--- config.mk ---
export PLATFORM = sky130hd
export DESIGN_NAME = vrei_top
export DESIGN_NICKNAME = d
export VERILOG_FILES = /design/src/hw/vrei_pkg.sv /design/src/hw/vrei_pin_sync.sv /design/src/hw/vrei_top.sv
export SDC_FILE = /design/constraint.sdc
export NUM_CORES = 1
export LEC_CHECK = 0
export BUFFER_PORTS_ARGS = -buffer_cell sky130_fd_sc_hd__buf_2
export CORE_UTILIZATION = 30
export CTS_CLUSTER_DIAMETER = 30
export DETAILED_ROUTE_END_ITERATION = 10
export PLACE_DENSITY = 0.56
export SKIP_CTS_REPAIR_TIMING = 1
export SLEW_MARGIN = 20
export SYNTH_ARGS = -nofsm -noshare
export SYNTH_HDL_FRONTEND = slang
export SYNTH_HIERARCHICAL = 1
export SYNTH_SLANG_ARGS = --single-unit
--- constraint.sdc ---
create_clock -name pclk -period 2.15 [get_ports pclk]
set_clock_uncertainty 0.05 [all_clocks]
set_input_delay 0.215 -clock pclk [delete_from_list [all_inputs] [get_ports pclk]]
set_output_delay 0.215 -clock pclk [all_outputs]
set_load 0.05 [all_outputs]
--- src/hw/vrei_pkg.sv ---
// vrei_pkg: constants and types for the vector relocation and external irq
// block. assumes a 32-bit apb slave and word-aligned registers.
package vrei_pkg;

	////////////////////////////////////////////////////////////////////////
	// register byte offsets
	localparam logic [7:0] VREI_OFS_MCU_CONTROL = 8'h00;
	localparam logic [7:0] VREI_OFS_SENSE_CTRL  = 8'h04;
	localparam logic [7:0] VREI_OFS_IRQ_ENABLE  = 8'h08;
	localparam logic [7:0] VREI_OFS_IRQ_FLAGS   = 8'h0C;
	localparam logic [7:0] VREI_OFS_MASK_LOW    = 8'h10;
	localparam logic [7:0] VREI_OFS_MASK_HIGH   = 8'h14;
	localparam logic [7:0] VREI_OFS_CORE_CTRL   = 8'h18;
	localparam logic [7:0] VREI_OFS_STATUS      = 8'h1C;

	////////////////////////////////////////////////////////////////////////
	// field positions
	localparam int VREI_BIT_UNLOCK      = 0;
	localparam int VREI_BIT_SELECT      = 1;
	localparam int VREI_BIT_EXT         = 0;
	localparam int VREI_BIT_PC_LOW      = 6;
	localparam int VREI_BIT_PC_HIGH     = 7;
	localparam int VREI_BIT_GIE         = 0;
	localparam int VREI_BIT_IN_BOOT     = 1;
	localparam int VREI_BIT_ACK         = 2;
	localparam int VREI_BIT_BLOCKED     = 0;
	localparam int VREI_BIT_LEVEL_LIVE  = 1;

	////////////////////////////////////////////////////////////////////////
	// reset values
	localparam logic [7:0] VREI_RST_MCU_CONTROL = 8'h00;
	localparam logic [7:0] VREI_RST_SENSE_CTRL  = 8'h00;
	localparam logic [7:0] VREI_RST_IRQ_ENABLE  = 8'h00;
	localparam logic [7:0] VREI_RST_MASK        = 8'h00;

	////////////////////////////////////////////////////////////////////////
	// timing: unlock window is four core cycles
	localparam logic [2:0] VREI_UNLOCK_CYCLES   = 3'h4;

	////////////////////////////////////////////////////////////////////////
	// vector table layout
	localparam logic [15:0] VREI_APP_RESET      = 16'h0000;
	localparam logic [15:0] VREI_VEC_STRIDE     = 16'h0002;
	localparam logic [15:0] VREI_BOOT_BASE_2K   = 16'h1C00;
	localparam logic [15:0] VREI_BOOT_BASE_1K   = 16'h1E00;
	localparam logic [15:0] VREI_BOOT_BASE_512  = 16'h1F00;
	localparam logic [15:0] VREI_BOOT_BASE_256  = 16'h1F80;
	localparam logic [15:0] VREI_OFS_VEC_EXT    = 16'h0002;
	localparam logic [15:0] VREI_OFS_VEC_PC_LO  = 16'h0004;
	localparam logic [15:0] VREI_OFS_VEC_PC_HI  = 16'h0006;

	// sense control encodings
	typedef enum logic [1:0] {
		VREI_SENSE_LOW  = 2'h0,
		VREI_SENSE_ANY  = 2'h1,
		VREI_SENSE_FALL = 2'h2,
		VREI_SENSE_RISE = 2'h3
	} vrei_sense_t;

	// fuse and lock straps, sampled after reset
	typedef struct packed {
		logic       boot_reset_fuse;
		logic [1:0] boot_size_fuses;
		logic       app_side_boot_lock;
		logic       boot_side_boot_lock;
	} vrei_fuses_t;

	// dispatch request to the core
	typedef struct packed {
		logic        valid;
		logic [1:0]  source;
		logic [15:0] vector;
	} vrei_dispatch_t;

	localparam logic [1:0] VREI_SRC_EXT   = 2'h0;
	localparam logic [1:0] VREI_SRC_PC_LO = 2'h1;
	localparam logic [1:0] VREI_SRC_PC_HI = 2'h2;

endpackage

--- src/hw/vrei_pin_sync.sv ---
// vrei_pin_sync: two-flop synchroniser per bit for pin inputs.
// assumes inputs are asynchronous to pclk.
module vrei_pin_sync #(
	parameter int WIDTH = 17
) (
	input  wire logic             pclk,
	input  wire logic             presetn,
	input  wire logic [WIDTH-1:0] async_in,
	output logic      [WIDTH-1:0] sync_out
);
	logic [WIDTH-1:0] stage1;

	always_ff @(posedge pclk or negedge presetn) begin
		if (!presetn) begin
			stage1   <= '0;
			sync_out <= '0;
		end else begin
			stage1   <= async_in;
			sync_out <= stage1;
		end
	end
endmodule

--- src/hw/vrei_top.sv ---
// vrei_top: vector table placement, unlock sequence and external / pin
// change interrupt detection. assumes an apb master and a core that
// pulses irq_ack when it enters the dispatched handler.
//
// How it works
// RL1: software sets unlock, then select within four
// RL2: block interrupts from unlock until after select
// RL3: no select write: block four cycles, release
// RL4: automatic blocking leaves global enable untouched
// RL5: unlock self-clears after four cycles or select
// RL6: select picks app start or boot base
// RL7: boot vectors plus app lock: mute in app
// RL8: app vectors plus boot lock: mute in boot
// RL9: 2K boot base 0x1C00, vectors from 0x1C02
// RL10: pins trigger even when driven as outputs
// RL11: high group pins 15..8, low 7..0
// RL12: per-pin masks gate pin change inputs
// RL13: pin change seen without i/o clock
// RL14: ext pin senses fall, rise or low
// RL15: low level keeps request asserted while low
// RL16: edge detection needs the i/o clock
// RL17: low level detected without i/o clock
// RL18: level gone before start-up: no interrupt
// RL19: sense codes: low, any, fall, rise
// RL20: pin sampled before edge detection
// RL21: flags clear on handler entry or write-one
// RL22: vector equals table base plus source offset
//
// Implementation choices: the placing of the registers and the APB slave port.
module vrei_top
	import vrei_pkg::*;
#(
	parameter int PC_WIDTH = 16
) (
	input  wire logic                pclk,
	input  wire logic                presetn,
	input  wire logic                psel,
	input  wire logic                penable,
	input  wire logic                pwrite,
	input  wire logic [7:0]          paddr,
	input  wire logic [31:0]         pwdata,
	input  wire logic [3:0]          pstrb,
	output logic      [31:0]         prdata,
	output logic                     pready,
	output logic                     pslverr,
	input  wire logic                ext_irq_pin,
	input  wire logic [PC_WIDTH-1:0] pin_change_inputs,
	input  wire logic                io_clock_running,
	input  wire vrei_fuses_t         fuse_straps,
	input  wire logic                irq_ack,
	output vrei_dispatch_t           dispatch,
	output logic [15:0]              reset_vector,
	output logic                     pin_wake
);

	////////////////////////////////////////////////////////////////////////
	// pin synchronisers
	logic [PC_WIDTH:0] pins_sync;
	logic              ext_s;
	logic [PC_WIDTH-1:0] pc_s;

	vrei_pin_sync #(.WIDTH(PC_WIDTH + 1)) u_sync (
		.pclk     (pclk),
		.presetn  (presetn),
		.async_in ({ext_irq_pin, pin_change_inputs}),
		.sync_out (pins_sync)
	);
	assign ext_s = pins_sync[PC_WIDTH];
	assign pc_s  = pins_sync[PC_WIDTH-1:0];

	////////////////////////////////////////////////////////////////////////
	// fuse capture after reset release
	vrei_fuses_t fuses;
	logic        fuses_taken;

	always_ff @(posedge pclk or negedge presetn) begin
		if (!presetn) begin
			fuses       <= '0;
			fuses_taken <= 1'b0;
		end else if (!fuses_taken) begin
			fuses       <= fuse_straps;
			fuses_taken <= 1'b1;
		end
	end

	////////////////////////////////////////////////////////////////////////
	// apb decode
	logic       wr_en;
	logic       rd_en;
	logic       addr_ok;
	logic [7:0] wbyte;

	assign pready  = 1'b1;
	assign wr_en   = psel && penable && pwrite && pstrb[0];
	assign rd_en   = psel && penable && !pwrite;
	assign wbyte   = pwdata[7:0];
	assign addr_ok = (paddr <= VREI_OFS_STATUS) && (paddr[1:0] == 2'h0);
	assign pslverr = psel && penable && !addr_ok;

	////////////////////////////////////////////////////////////////////////
	// vector change unlock sequence
	logic       vector_table_select;
	logic       vector_change_unlock;
	logic [2:0] unlock_count;
	logic       block_tail;
	logic       mcu_wr;

	assign mcu_wr = wr_en && (paddr == VREI_OFS_MCU_CONTROL);

	always_ff @(posedge pclk or negedge presetn) begin
		if (!presetn) begin
			vector_change_unlock <= VREI_RST_MCU_CONTROL[VREI_BIT_UNLOCK];
			vector_table_select  <= VREI_RST_MCU_CONTROL[VREI_BIT_SELECT];
			unlock_count         <= 3'h0;
		end else if (mcu_wr && wbyte[VREI_BIT_UNLOCK]) begin
			vector_change_unlock <= 1'b1;
			unlock_count         <= VREI_UNLOCK_CYCLES;
		end else if (mcu_wr && vector_change_unlock) begin
			vector_table_select  <= wbyte[VREI_BIT_SELECT]; // RL1
			vector_change_unlock <= 1'b0; // RL5
			unlock_count         <= 3'h0;
		end else if (vector_change_unlock) begin
			unlock_count <= unlock_count - 3'h1;
			if (unlock_count == 3'h1) begin
				vector_change_unlock <= 1'b0; // RL5
			end
		end
	end

	// one extra cycle covers the instruction after the select write
	always_ff @(posedge pclk or negedge presetn) begin
		if (!presetn) begin
			block_tail <= 1'b0;
		end else begin
			block_tail <= mcu_wr && vector_change_unlock
				&& !wbyte[VREI_BIT_UNLOCK]; // RL2
		end
	end

	////////////////////////////////////////////////////////////////////////
	// control registers
	logic [1:0] sense;
	logic [7:0] enables;
	logic [7:0] pin_change_mask_low;
	logic [7:0] pin_change_mask_high;
	logic       gie;
	logic       in_boot;

	always_ff @(posedge pclk or negedge presetn) begin
		if (!presetn) begin
			sense                <= VREI_RST_SENSE_CTRL[1:0];
			enables              <= VREI_RST_IRQ_ENABLE;
			pin_change_mask_low  <= VREI_RST_MASK;
			pin_change_mask_high <= VREI_RST_MASK;
			gie                  <= 1'b0;
			in_boot              <= 1'b0;
		end else if (wr_en) begin
			unique case (paddr)
				VREI_OFS_SENSE_CTRL: begin
					sense <= wbyte[1:0]; // RL14
				end
				VREI_OFS_IRQ_ENABLE: begin
					enables <= wbyte & 8'hC1;
				end
				VREI_OFS_MASK_LOW: begin
					pin_change_mask_low <= wbyte; // RL12
				end
				VREI_OFS_MASK_HIGH: begin
					pin_change_mask_high <= wbyte; // RL12
				end
				VREI_OFS_CORE_CTRL: begin
					gie     <= wbyte[VREI_BIT_GIE]; // RL4
					in_boot <= wbyte[VREI_BIT_IN_BOOT];
				end
				default: begin
				end
			endcase
		end
	end

	////////////////////////////////////////////////////////////////////////
	// external pin detection
	logic ext_prev;
	logic ext_edge;
	logic level_low;

	always_ff @(posedge pclk or negedge presetn) begin
		if (!presetn) begin
			ext_prev <= 1'b1;
		end else if (io_clock_running) begin
			ext_prev <= ext_s; // RL20
		end
	end

	always_comb begin
		unique case (vrei_sense_t'(sense)) // RL19
			VREI_SENSE_ANY: begin
				ext_edge = ext_s != ext_prev;
			end
			VREI_SENSE_FALL: begin
				ext_edge = ext_prev && !ext_s;
			end
			VREI_SENSE_RISE: begin
				ext_edge = !ext_prev && ext_s;
			end
			default: begin
				ext_edge = 1'b0;
			end
		endcase
		ext_edge = ext_edge && io_clock_running; // RL16
	end

	// level is seen regardless of the i/o clock; lost level gives no irq
	assign level_low = (sense == VREI_SENSE_LOW) && !ext_s; // RL15 RL17 RL18

	////////////////////////////////////////////////////////////////////////
	// pin change detection per pin
	logic [PC_WIDTH-1:0] pc_prev;
	logic [PC_WIDTH-1:0] pc_toggle;
	logic [PC_WIDTH-1:0] pc_mask;

	assign pc_mask = {pin_change_mask_high, pin_change_mask_low};

	always_ff @(posedge pclk or negedge presetn) begin
		if (!presetn) begin
			pc_prev <= '0;
		end else begin
			pc_prev <= pc_s; // RL13
		end
	end

	genvar gi;
	generate
		for (gi = 0; gi < PC_WIDTH; gi++) begin : g_pc
			assign pc_toggle[gi] = (pc_s[gi] ^ pc_prev[gi]) && pc_mask[gi]; // RL10 RL12
		end
	endgenerate

	logic pc_low_hit;
	logic pc_high_hit;

	assign pc_low_hit  = |pc_toggle[7:0]; // RL11
	assign pc_high_hit = |pc_toggle[PC_WIDTH-1:8]; // RL11
	assign pin_wake    = pc_low_hit || pc_high_hit || level_low;

	////////////////////////////////////////////////////////////////////////
	// flags: set wins over clear
	logic ext_irq_flag;
	logic pin_change_flag_low;
	logic pin_change_flag_high;
	logic flag_wr;
	logic ack_ext;
	logic ack_lo;
	logic ack_hi;

	assign flag_wr = wr_en && (paddr == VREI_OFS_IRQ_FLAGS);
	assign ack_ext = irq_ack && dispatch.source == VREI_SRC_EXT;
	assign ack_lo  = irq_ack && dispatch.source == VREI_SRC_PC_LO;
	assign ack_hi  = irq_ack && dispatch.source == VREI_SRC_PC_HI;

	always_ff @(posedge pclk or negedge presetn) begin
		if (!presetn) begin
			ext_irq_flag         <= 1'b0;
			pin_change_flag_low  <= 1'b0;
			pin_change_flag_high <= 1'b0;
		end else begin
			if (ext_edge) begin
				ext_irq_flag <= 1'b1;
			end else if (sense == VREI_SENSE_LOW
				|| ack_ext || (flag_wr && wbyte[VREI_BIT_EXT])) begin
				ext_irq_flag <= 1'b0; // RL21
			end
			if (pc_low_hit) begin
				pin_change_flag_low <= 1'b1;
			end else if (ack_lo || (flag_wr && wbyte[VREI_BIT_PC_LOW])) begin
				pin_change_flag_low <= 1'b0; // RL21
			end
			if (pc_high_hit) begin
				pin_change_flag_high <= 1'b1;
			end else if (ack_hi || (flag_wr && wbyte[VREI_BIT_PC_HIGH])) begin
				pin_change_flag_high <= 1'b0; // RL21
			end
		end
	end

	////////////////////////////////////////////////////////////////////////
	// dispatch
	logic [15:0] boot_base;
	logic [15:0] table_base;
	logic        muted;
	logic        blocked;
	logic        ext_req;
	logic        lo_req;
	logic        hi_req;

	always_comb begin
		unique case (fuses.boot_size_fuses)
			2'h0: boot_base = VREI_BOOT_BASE_2K; // RL9
			2'h1: boot_base = VREI_BOOT_BASE_1K;
			2'h2: boot_base = VREI_BOOT_BASE_512;
			default: boot_base = VREI_BOOT_BASE_256;
		endcase
	end

	assign table_base = vector_table_select ? boot_base : VREI_APP_RESET; // RL6
	assign muted = (vector_table_select && fuses.app_side_boot_lock
			&& !in_boot) // RL7
		|| (!vector_table_select && fuses.boot_side_boot_lock
			&& in_boot); // RL8
	assign blocked = vector_change_unlock || block_tail; // RL2 RL3

	assign ext_req = enables[VREI_BIT_EXT] && (ext_irq_flag || level_low);
	assign lo_req  = enables[VREI_BIT_PC_LOW] && pin_change_flag_low;
	assign hi_req  = enables[VREI_BIT_PC_HIGH] && pin_change_flag_high;

	always_ff @(posedge pclk or negedge presetn) begin
		if (!presetn) begin
			dispatch     <= '0;
			reset_vector <= VREI_APP_RESET;
		end else begin
			reset_vector <= fuses.boot_reset_fuse ? VREI_APP_RESET
				: boot_base; // RL22
			dispatch.valid <= gie && !blocked && !muted
				&& (ext_req || lo_req || hi_req); // RL4
			if (ext_req) begin
				dispatch.source <= VREI_SRC_EXT;
				dispatch.vector <= table_base + VREI_OFS_VEC_EXT; // RL22
			end else if (lo_req) begin
				dispatch.source <= VREI_SRC_PC_LO;
				dispatch.vector <= table_base + VREI_OFS_VEC_PC_LO; // RL22
			end else begin
				dispatch.source <= VREI_SRC_PC_HI;
				dispatch.vector <= table_base + VREI_OFS_VEC_PC_HI; // RL22
			end
		end
	end

	////////////////////////////////////////////////////////////////////////
	// read mux
	always_ff @(posedge pclk or negedge presetn) begin
		if (!presetn) begin
			prdata <= 32'h0000_0000;
		end else if (psel && !penable && !pwrite) begin
			unique case (paddr)
				VREI_OFS_MCU_CONTROL: prdata <= {30'h0,
					vector_table_select, vector_change_unlock};
				VREI_OFS_SENSE_CTRL: prdata <= {30'h0, sense};
				VREI_OFS_IRQ_ENABLE: prdata <= {24'h0, enables};
				VREI_OFS_IRQ_FLAGS: prdata <= {24'h0, pin_change_flag_high,
					pin_change_flag_low, 5'h0, ext_irq_flag};
				VREI_OFS_MASK_LOW: prdata <= {24'h0, pin_change_mask_low};
				VREI_OFS_MASK_HIGH: prdata <= {24'h0, pin_change_mask_high};
				VREI_OFS_CORE_CTRL: prdata <= {30'h0, in_boot, gie};
				VREI_OFS_STATUS: prdata <= {30'h0, level_low, blocked};
				default: prdata <= 32'h0000_0000;
			endcase
		end
	end
endmodule

==> impl_metrics.csv, run 1 <==
group,metric,value,unit
critical_path,worstSetupStartpointType,"flop",
min_path,min-delay-start,"io_clock_running",
routing,detail_route.vias_per_cell,4.37,
outcome,violations,"hold timing, setup timing",
floorplan,core,14600,um^2
critical_path,timing.critical_path.required,1880,ps
timing,final_count_of_hold_timing_violations,1,
timing,worst_slack,-30.1,ps
global_route,first_global_vias,2710,
synth,yosys.area_share.xor_xnor,3.12,%
global_route,grt_antenna_before_repair,0,
critical_path,max_incr_delay_on_cp,430,ps
critical_path,criticalPathCategory,"reg -> out",
synth,synth_flop_cell,"sky130_fd_sc_hd__dfrtp_1",
timing,setup_viol,1,
cells_and_area,stdcell_area,5480,um^2
timing,timing_max_transition_violations_final,0,
synth,post-synth-top-area-cell,"sky130_fd_sc_hd__dfrtp_1",
routing,drt_drc_violations_left,0,
synth,synth.cell_area,4490,um^2
synth,synth_area_leaders,"sky130_fd_sc_hd__dfrtp_1 (61%), sky130_fd_sc_hd__mux2_2 (8.3%), sky130_fd_sc_hd__buf_4 (8.2%)",
routing,route.vias.total,2768,
routing,initialDrtViolationCount,120,
critical_path,regToRegStartpoint,"u_sync/sync_out[10]$_DFF_PN0_",
synth,netlist.area_leader.share,60.8,%
global_route,grt-ovfl-total,0,
global_route,grt_pass1_wl,14.4,mm
critical_path,worstSetupEndpointType,"output pin",
critical_path,critical-path-slowest-cell,"sky130_fd_sc_hd__or3_4",
pwr,cellPowerDensity,821,nW/um^2
critical_path,path_buf_inv,1,
synth,syn_inst,342,
critical_path,critPathLaunch,"u_sync/sync_out[10]$_DFF_PN0_",
timing,fmax,459,MHz
critical_path,r2r_end,"pin_change_flag_high$_DFFE_PN0P_",
routing,pre_antenna_drt_iters,4,
clock_tree,worstSkewPairLatency,350,ps
timing,timing.final.crit_period,2180,ps
clock_tree,htreeDepth,3,
synth,synth_warnings,6,
global_route,overall_global_routing_resource_usage,12.0,%
cells_and_area,drive_above_1_share,32.3,%
synth,post_synth_fa_ha_maj_area_fraction,1.12,%
synth,synth_simple_gate_area_share,9.40,%
timing,final.hold.worst_slack,-5.78,ps
cells_and_area,areaGrowthSynthToFinish,22.2,%
clock_tree,cts_root_buffer,"sky130_fd_sc_hd__clkbuf_16",
placement,port-buffer-count,72,
global_route,maximum_number_of_pins_on_one_net_before_global_route_repair,55,
routing,ant_nets,0,
synth,async_flop_share,100,%
floorplan,row_count,44,
synth,register_bit_count_reported_by_yosys,110,
cells_and_area,num-nets-final,522,
min_path,hp-class,"in -> reg",
clock_tree,cts_tree,"done",
synth,synthMuxAreaShare,8.98,%
placement,placed_cells,598,
pwr,worst_ir_drop_vdd,0.675,mV
synth,post_synth_num_cell_types,48,
critical_path,capture_point_of_the_worst_path,"pin_wake",
synth,complex_gate_fraction_of_the_synthesized_area,6.83,%
clock_tree,clock_pin_transition_on_the_worst_setup_and_hold_timing_paths,70,ps
timing,rsz0062_at_grt,"yes",
synth,synthesized_area_per_cell,13.1,um^2
placement,gp_congestion,0.801,
floorplan,pin_count,143,
critical_path,crit_arrival,1920,ps
floorplan,initial_utilization,30.8,%
flow_run,maxCapViolCount,0,
critical_path,critical_path_depth,5,
clock_tree,clockBufferDepth,2,
clock_tree,cts.sinks,110,
placement,place.detailed.hpwl,6.49,mm
cells_and_area,final-instance-count-excl-fill,634,
timing,min_period_over_period,101,%
critical_path,crit_fanout,2,
routing,route.final.wire_length,8.87,mm
cells_and_area,fillerInstances,1396,
clock_tree,cts_inserted_buffers,9,
synth,synth_top_family_by_area,"simple AND/OR/NAND/NOR gates",
floorplan,die_w,124,um
routing,wire_per_inst,14.0,um
critical_path,cp_top_family,"simple AND/OR/NAND/NOR gates",
critical_path,reg2reg_depth,5,
critical_path,worst-r2r-setup-slack,620,ps
floorplan,floorplan.die_area,15500,um^2
critical_path,worstPathCellList,"xor2_1 -> a22oi_1 -> nand4_1 -> or3_4 -> buf_6",
floorplan,fp.dieH,124,um
synth,ys_seq_area_share,61.4,%
placement,dp_area,4940,um^2
synth,number_of_flops_mapped_to_enable_cells_by_yosys,0,
pwr,power.static_leakage,2.64,nW
outcome,status,"finished, violations left",
[worst register-to-register path, stage by stage, from the launching register on]
cell,delay [ps]
sky130_fd_sc_hd__dfrtp_1,390
sky130_fd_sc_hd__xor2_1,150
sky130_fd_sc_hd__a22oi_1,240
sky130_fd_sc_hd__nand4_1,210
sky130_fd_sc_hd__buf_4,190
sky130_fd_sc_hd__a31o_2,200
[cell usage in the layout (no fill, tap or decap), types with 4 or more instances in the layout]
cell and n:
sky130_fd_sc_hd__a21oi_1 5, sky130_fd_sc_hd__a22oi_1 10, sky130_fd_sc_hd__buf_2 70, sky130_fd_sc_hd__buf_4 11
sky130_fd_sc_hd__clkbuf_16 9, sky130_fd_sc_hd__conb_1 44, sky130_fd_sc_hd__dfrtp_1 109, sky130_fd_sc_hd__dlygate4sd3_1 18
sky130_fd_sc_hd__ha_1 4, sky130_fd_sc_hd__inv_1 8, sky130_fd_sc_hd__mux2_2 33, sky130_fd_sc_hd__nand2_1 18
sky130_fd_sc_hd__nand2b_1 5, sky130_fd_sc_hd__nand3_1 4, sky130_fd_sc_hd__nand3b_1 6, sky130_fd_sc_hd__nand4_1 4
sky130_fd_sc_hd__nor2_1 9, sky130_fd_sc_hd__o21ai_0 9, sky130_fd_sc_hd__xor2_1 16
[metal layers]
metal	GRT usage [%]	part of all wire, %	vias up
li1	-	-	1304
met1	15.8	47	1370
met2	19.3	48	87
met3	2.71	3.7	7
met4	4.32	1.3	0
met5	0	0	-
[cells in the mapped netlist, types with 3 or more instances]
library cell,instances
sky130_fd_sc_hd__dfrtp_1,109
sky130_fd_sc_hd__buf_4,49
sky130_fd_sc_hd__mux2_2,33
sky130_fd_sc_hd__nand2_1,18
sky130_fd_sc_hd__xor2_1,16
sky130_fd_sc_hd__a22oi_1,12
sky130_fd_sc_hd__nor2_1,9
sky130_fd_sc_hd__o21ai_0,9
sky130_fd_sc_hd__inv_1,8
sky130_fd_sc_hd__nand3b_1,6
sky130_fd_sc_hd__a21oi_1,5
sky130_fd_sc_hd__nand2b_1,5
sky130_fd_sc_hd__ha_1,4
sky130_fd_sc_hd__nand3_1,4
sky130_fd_sc_hd__nand4_1,4
sky130_fd_sc_hd__and2_1,3
sky130_fd_sc_hd__nor2b_1,3
sky130_fd_sc_hd__nor3_1,3
sky130_fd_sc_hd__o31ai_1,3
[sequential cells by signal (all words and copies together), names as in the netlist, 2 cells and up]
signal	count
fuses	5
u_sync/sync_out	17
reset_vector	4
enables	3
u_sync/stage1	17
pin_change_mask_low	8
dispatch	9
prdata	8
sense	2
unlock_count	3
pc_prev	16
pin_change_mask_high	8
[how the worst min path moves through the flow]
stage,end,depth (start not counted)
detailed placement,fuses[3]$_DFFE_PN0N_,1
CTS,fuses_taken$_DFF_PN0_,1
global placement,fuses[3]$_DFFE_PN0N_,1
floorplan,block_tail$_DFF_PN0_,0
finish,ext_prev$_DFFE_PN1P_,2
global route,ext_prev$_DFFE_PN1P_,2
[cell type report]
| cell class | instances | area (um^2) | area share, % |
|---|---|---|---|
| Inverter | 8 | 30.0 | 0.548 |
| Clock buffer | 9 | 225 | 4.11 |
| Antenna cell | 1 | 2.50 | 0.0456 |
| Sequential cell | 110 | 2750 | 50.2 |
| Timing Repair Buffer | 101 | 644 | 11.7 |
| Tap cell | 184 | 230 | 4.20 |
| Clock inverter | 6 | 96.3 | 1.76 |
| Multi-Input combinational cell | 215 | 1500 | 27.4 |
[logic make-up (layout without fill, tap and decap cells)]
| kind of cell | after synthesis | in the layout |
|---|---|---|
| DFF | 110 | 110 |
| adders and majority gates | 4 | 4 |
| muxes | 36 | 36 |
| other | 2 | 45 |
| xor gates and xnor gates | 16 | 16 |
| and+or+nand+nor | 71 | 71 |
| AOI/OAI and AO/OA | 44 | 44 |
| buffers and inverters | 59 | 124 |
[stage by stage]
stage               hold WS [ps]  util [%]  power (mW)  TNS (ps)  setup WS, ps
global route                12.9      37.6        4.68      -114          -114
CTS                         -239      36.1        4.51      -146          -146
finish                     -5.78      37.6        4.50     -30.1         -30.1
detailed placement           133      33.9        2.73         0           238
global placement             127      33.9        2.72         0           256
floorplan                   -131         -        2.64         0           434
[power breakdown]
part	switching, mW	internal [mW]	leakage [nW]	total, mW
clock	0.763	1.03	0.154	1.79
sequential	0.0518	2.16	1.37	2.21
combinational	0.360	0.143	1.12	0.503
No activity file was read; power rests on OpenSTA's default activity.
==> run 2: changes to the inputs <==
--- a/config.mk
+++ b/config.mk
@@ -12,2 +12,3 @@
 export PLACE_DENSITY = 0.56
+export REMOVE_ABC_BUFFERS = 1
 export SKIP_CTS_REPAIR_TIMING = 1
==> constraint.sdc (replaced) <==
create_clock -name pclk -period 2.15 [get_ports pclk]
set_clock_uncertainty 0.05 [all_clocks]
set_input_delay 0.3225 -clock pclk [delete_from_list [all_inputs] [get_ports pclk]]
set_output_delay 0.3225 -clock pclk [all_outputs]
set_load 0.05 [all_outputs]
==> run 2 against run 1 <==
Setup slack worse by 55 ps. The flow finishes with violations (setup timing). Fmax is 2.5% lower. Critical path depth unchanged. Register-to-register slack lost 60 ps.
==> impl_metrics.csv, run 2 (synthesized netlist as in run 1, its figures left out) <==
group,metric,value,unit
outcome,status,"finished, violations left",
outcome,violations,"setup timing",
critical_path,r2r_end,"prdata[1]$_DFFE_PN0P_",
cells_and_area,final-instance-count-excl-fill,624,
pwr,power.clock.fraction,38.5,%
cells_and_area,mostFrequentLayoutCells,"sky130_fd_sc_hd__dfrtp_1 (109), sky130_fd_sc_hd__buf_2 (70), sky130_fd_sc_hd__conb_1 (44)",
routing,initialDrtViolationCount,122,
critical_path,critPathLaunch,"u_sync/sync_out[7]$_DFF_PN0_",
cells_and_area,num-nets-final,510,
cells_and_area,areaGrowthSynthToFinish,19.8,%
cells_and_area,largestRegisters,"u_sync/stage1 x17, u_sync/sync_out x17, pc_prev x16",
critical_path,timing.critical_path.required,1780,ps
global_route,grt-ovfl-total,0,
pwr,fin_total_pwr,4.40,mW
floorplan,initial_utilization,30.8,%
timing,timing_max_transition_violations_final,0,
global_route,first_global_vias,2721,
timing,worst_slack,-85.2,ps
global_route,global_route.usage.met1,15.8,%
cells_and_area,most_common_library_cell_in_the_layout_ignoring_fill_and_taps,"sky130_fd_sc_hd__dfrtp_1",
clock_tree,cts_inserted_buffers,9,
pwr,p_sw,1.26,mW
pwr,comb_power_share,11.2,%
placement,place.detailed.hpwl,6.61,mm
timing,min_period_over_period,104,%
timing,setup_viol,1,
pwr,sequential_fraction_of_design_power,50.3,%
pwr,sw_frac_of_total,28.7,%
clock_tree,worstSkewPairLatency,360,ps
critical_path,regToRegStartpoint,"sense[1]$_DFFE_PN0P_",
routing,wire_per_inst,14.0,um
floorplan,fp.dieH,124,um
timing,rsz0062_at_grt,"yes",
critical_path,worstSetupStartpointType,"flop",
clock_tree,cts.sinks,110,
critical_path,crit_fanout,2,
cells_and_area,finalCoreUtilization,36.9,%
min_path,holdPathEnd,"u_sync/stage1[14]$_DFF_PN0_",
timing,final_count_of_hold_timing_violations,0,
cells_and_area,drive_above_1_share,34.2,%
pwr,power.static_leakage,2.60,nW
cells_and_area,fillerInstances,1415,
pwr,cellPowerDensity,817,nW/um^2
floorplan,die_w,124,um
routing,pre_antenna_drt_iters,4,
routing,route.final.wire_length,8.73,mm
clock_tree,clock_pin_transition_on_the_worst_setup_and_hold_timing_paths,80,ps
critical_path,criticalPathCategory,"reg -> out",
global_route,global_route.usage.met2,17.7,%
floorplan,floorplan.die_area,15500,um^2
clock_tree,cts_tree,"done",
placement,port-buffer-count,72,
global_route,maximum_number_of_pins_on_one_net_before_global_route_repair,37,
critical_path,worstSetupEndpointType,"output pin",
critical_path,crit_arrival,1860,ps
clock_tree,clockBufferDepth,2,
placement,gp_congestion,0.815,
placement,placed_cells,601,
global_route,grt.met3_usage,3.31,%
placement,dp_slack,135,ps
timing,fmax,447,MHz
routing,detail_route.vias_per_cell,4.35,
critical_path,reg2reg_depth,5,
global_route,grt_most_used_layer,"met2",
min_path,hp-class,"in -> reg",
min_path,hold-path-cell-count,1,
global_route,grt_antenna_before_repair,2,
routing,drt_drc_violations_left,0,
min_path,min-delay-start,"pin_change_inputs[14]",
floorplan,pin_count,143,
flow_run,maxCapViolCount,0,
floorplan,row_count,44,
routing,ant_nets,0,
clock_tree,htreeDepth,3,
global_route,overall_global_routing_resource_usage,11.9,%
pwr,power_report.internal_total,3.13,mW
clock_tree,cts_root_buffer,"sky130_fd_sc_hd__clkbuf_16",
critical_path,worst-r2r-setup-slack,560,ps
timing,timing.final.crit_period,2240,ps
floorplan,core,14600,um^2
routing,route.vias.total,2713,
global_route,grt_pass1_wl,14.2,mm
timing,final.hold.worst_slack,18.6,ps
pwr,worst_ir_drop_vdd,0.349,mV
[run 2: through the flow]
step           instance area (um^2)  setup TNS [ps]
2_1_floorplan                  4270               0
4_1_cts                        5300            -266
3_5_place_dp                   4980               0
3_3_place_gp                   4980               0
5_1_grt                        5370            -156
6_report                       5380           -85.2
[run 2: layer usage]
metal	vias to the layer above	routed length (um)
met5	-	0
met4	0	209
met3	14	467
met2	84	4150
met1	1324	3900
li1	1291	-
[run 2: worst max-delay path by stage]
| stage | end | cells after the start |
|---|---|---|
| 6_report | pin_wake | 5 |
| 3_5_place_dp | pin_wake | 5 |
| 3_3_place_gp | pin_wake | 5 |
| 5_1_grt | pin_wake | 5 |
| 2_1_floorplan | vector_table_select$_DFFE_PN0P_ | 4 |
| 4_1_cts | pin_wake | 5 |
[run 2: power groups by stage]
| stage | clock [mW] | sequential (mW) | combinational (mW) |
|---|---|---|---|
| detailed placement | 0 | 2.26 | 0.484 |
| floorplan | 0 | 2.28 | 0.275 |
| global placement | 0 | 2.25 | 0.477 |
| CTS | 1.76 | 2.21 | 0.484 |
| global route | 1.85 | 2.22 | 0.528 |
| finish | 1.69 | 2.21 | 0.491 |
[run 2: critical path: stages, from the launching register on]
cell and delay [ps]:
sky130_fd_sc_hd__dfrtp_1 400, sky130_fd_sc_hd__xor2_1 150, sky130_fd_sc_hd__a22oi_1 210, sky130_fd_sc_hd__nand4_1 170
sky130_fd_sc_hd__or3_4 410, sky130_fd_sc_hd__buf_6 160
[run 2: layout make-up]
cell class | instances | area, um^2 | share of cell area [%]
Tap cell | 184 | 230 | 4.28
Clock inverter | 7 | 98.8 | 1.84
Antenna cell | 2 | 5.00 | 0.0930
Inverter | 8 | 30.0 | 0.558
Timing Repair Buffer | 89 | 529 | 9.84
Sequential cell | 110 | 2750 | 51.2
Clock buffer | 9 | 225 | 4.19
Multi-Input combinational cell | 215 | 1510 | 28.0
==> run 3: changes to the inputs <==
Clock period 2.15 ns to 2.7 ns, I/O delays scaled along.
==> run 3 against run 2 <==
The run ends with hold timing left. Via count is 1.1% lower. Setup slack improved by 340 ps. Die area unchanged. Clock power down 20%. Critical path type unchanged. Critical endpoint unchanged.
==> impl_metrics.csv, run 3 (synthesized netlist as in run 1, its figures left out) <==
group,metric,value,unit
outcome,status,"finished, violations left",
outcome,violations,"hold timing",
timing,setup_viol,0,
floorplan,initial_utilization,30.8,%
critical_path,regToRegStartpoint,"sense[1]$_DFFE_PN0P_",
routing,pre_antenna_drt_iters,4,
critical_path,worst-r2r-setup-slack,1100,ps
floorplan,pin_count,143,
pwr,worst_ir_drop_vdd,0.275,mV
timing,timing.final.crit_period,2450,ps
floorplan,row_count,44,
timing,final.setup.tns,0,ps
global_route,grt_most_used_layer,"met2",
clock_tree,clock_pin_transition_on_the_worst_setup_and_hold_timing_paths,80,ps
routing,detail_route.vias_per_cell,4.39,
pwr,power.static_leakage,2.53,nW
cells_and_area,areaGrowthSynthToFinish,16.6,%
cells_and_area,drive_above_1_share,32.2,%
routing,initialDrtViolationCount,93,
floorplan,floorplan.die_area,15500,um^2
critical_path,r2r_end,"dispatch[18]$_DFF_PN0_",
routing,route.final.wire_length,8.78,mm
timing,final.hold.worst_slack,-26.9,ps
routing,route.vias.total,2684,
timing,worst_slack,252,ps
critical_path,critical-path-slowest-cell,"sky130_fd_sc_hd__or3_1",
clock_tree,clockBufferDepth,2,
clock_tree,htreeDepth,3,
global_route,grt-ovfl-total,0,
placement,dp_slack,444,ps
timing,final_count_of_hold_timing_violations,40,
pwr,cellPowerDensity,666,nW/um^2
critical_path,worstPathCellList,"xor2_1 -> a22oi_1 -> nand4_1 -> or3_1 -> buf_2",
placement,gp_congestion,0.789,
global_route,global_route.usage.met1,15.1,%
timing,fmax,409,MHz
timing,worstMarginPinSlew,645,ps
global_route,global_route.usage.met2,19.1,%
floorplan,fp.dieH,124,um
global_route,maximum_number_of_pins_on_one_net_before_global_route_repair,52,
clock_tree,cts_root_buffer,"sky130_fd_sc_hd__clkbuf_16",
routing,wire_per_inst,14.4,um
critical_path,crit_fanout,2,
placement,place.detailed.hpwl,6.63,mm
critical_path,worstSetupStartpointType,"flop",
critical_path,crit_arrival,1990,ps
timing,rsz0062_at_grt,"no",
routing,ant_nets,0,
clock_tree,cts_tree,"done",
timing,timing_max_transition_violations_final,0,
cells_and_area,largestRegisters,"u_sync/stage1 x17, u_sync/sync_out x17, pc_prev x16",
critical_path,worstSetupEndpointType,"output pin",
timing,relSlewSlack,56.6,%
cells_and_area,most_common_library_cell_in_the_layout_ignoring_fill_and_taps,"sky130_fd_sc_hd__dfrtp_1",
placement,port-buffer-count,72,
floorplan,core,14600,um^2
critical_path,timing.critical_path.required,2250,ps
floorplan,die_w,124,um
routing,drt_drc_violations_left,0,
critical_path,max_incr_delay_on_cp,410,ps
clock_tree,worstSkewPairLatency,360,ps
clock_tree,cts.sinks,110,
global_route,grt.met3_usage,3.99,%
timing,min_period_over_period,90.6,%
min_path,hp-class,"in -> async",
critical_path,reg2reg_depth,4,
cells_and_area,mostFrequentLayoutCells,"sky130_fd_sc_hd__dfrtp_1 (109), sky130_fd_sc_hd__buf_2 (71), sky130_fd_sc_hd__conb_1 (44)",
global_route,grt_antenna_before_repair,0,
cells_and_area,num-nets-final,498,
clock_tree,cts_inserted_buffers,9,
global_route,grt_pass1_wl,14.4,mm
global_route,overall_global_routing_resource_usage,12.2,%
global_route,first_global_vias,2780,
flow_run,maxCapViolCount,0,
critical_path,criticalPathCategory,"reg -> out",
## run 3: cell types whose count changed in the layout (fill, tap and decap cells not counted), sizes merged
cell / change
dlygate4sd3: -3
clkinv: -2
buf: -9
diode: -1
inv: +2
## run 3: cell type report
type / count / area, um^2
repair buffers: 77 / 413
well taps: 184 / 230
fillers: 1459 / 9360
diodes: 1 / 2.50
clock inverters: 7 / 91.3
clock buffers: 9 / 225
multi-input cells: 215 / 1490
inverters: 8 / 30.0
flip-flops and latches: 110 / 2750
## run 3: routing by layer
layer,part of all wire [%],routed length [um]
met5,0,0
met4,2.1,186
met3,4.8,422
met2,48,4260
met1,45,3910
## run 3: worst max-delay path by stage
stage | start | end | slack, ps | cells after the start
after floorplan | paddr[1] | vector_table_select$_DFFE_PN0P_ | 820 | 4
after global placement | paddr[4] | pin_change_flag_low$_DFFE_PN0P_ | 450 | 5
after detailed placement | paddr[4] | pin_change_flag_low$_DFFE_PN0P_ | 440 | 5
after CTS | pc_prev[4]$_DFF_PN0_ | pin_wake | 200 | 5
after global routing | u_sync/sync_out[2]$_DFF_PN0_ | pin_wake | 90 | 5
final | pc_prev[2]$_DFF_PN0_ | pin_wake | 250 | 5
## run 3: metrics by stage
step	power, mW	instances	utilization [%]	instance area (um^2)
detailed placement	2.18	594	33.7	4910
CTS	3.55	610	35.8	5230
finish	3.48	611	35.9	5230
floorplan	2.04	333	-	4270
global placement	2.17	594	33.7	4910
global route	3.66	610	35.8	5230
## run 3: critical path: cells and delay by family (launching register included)
| family | cells | cell delay, ps |
|---|---|---|
| flip-flops | 1 | 380 |
| XOR/XNOR | 1 | 180 |
| AO/OA/AOI/OAI | 1 | 250 |
| buffers and inverters | 1 | 230 |
| AND/OR/NAND/NOR | 2 | 610 |
## run 3: where the power goes
part           switching (mW)  leakage, nW  internal (mW)
Clock                   0.673        0.154          0.673
Combinational           0.283         1.01         0.0921
Sequential             0.0437         1.37           1.72
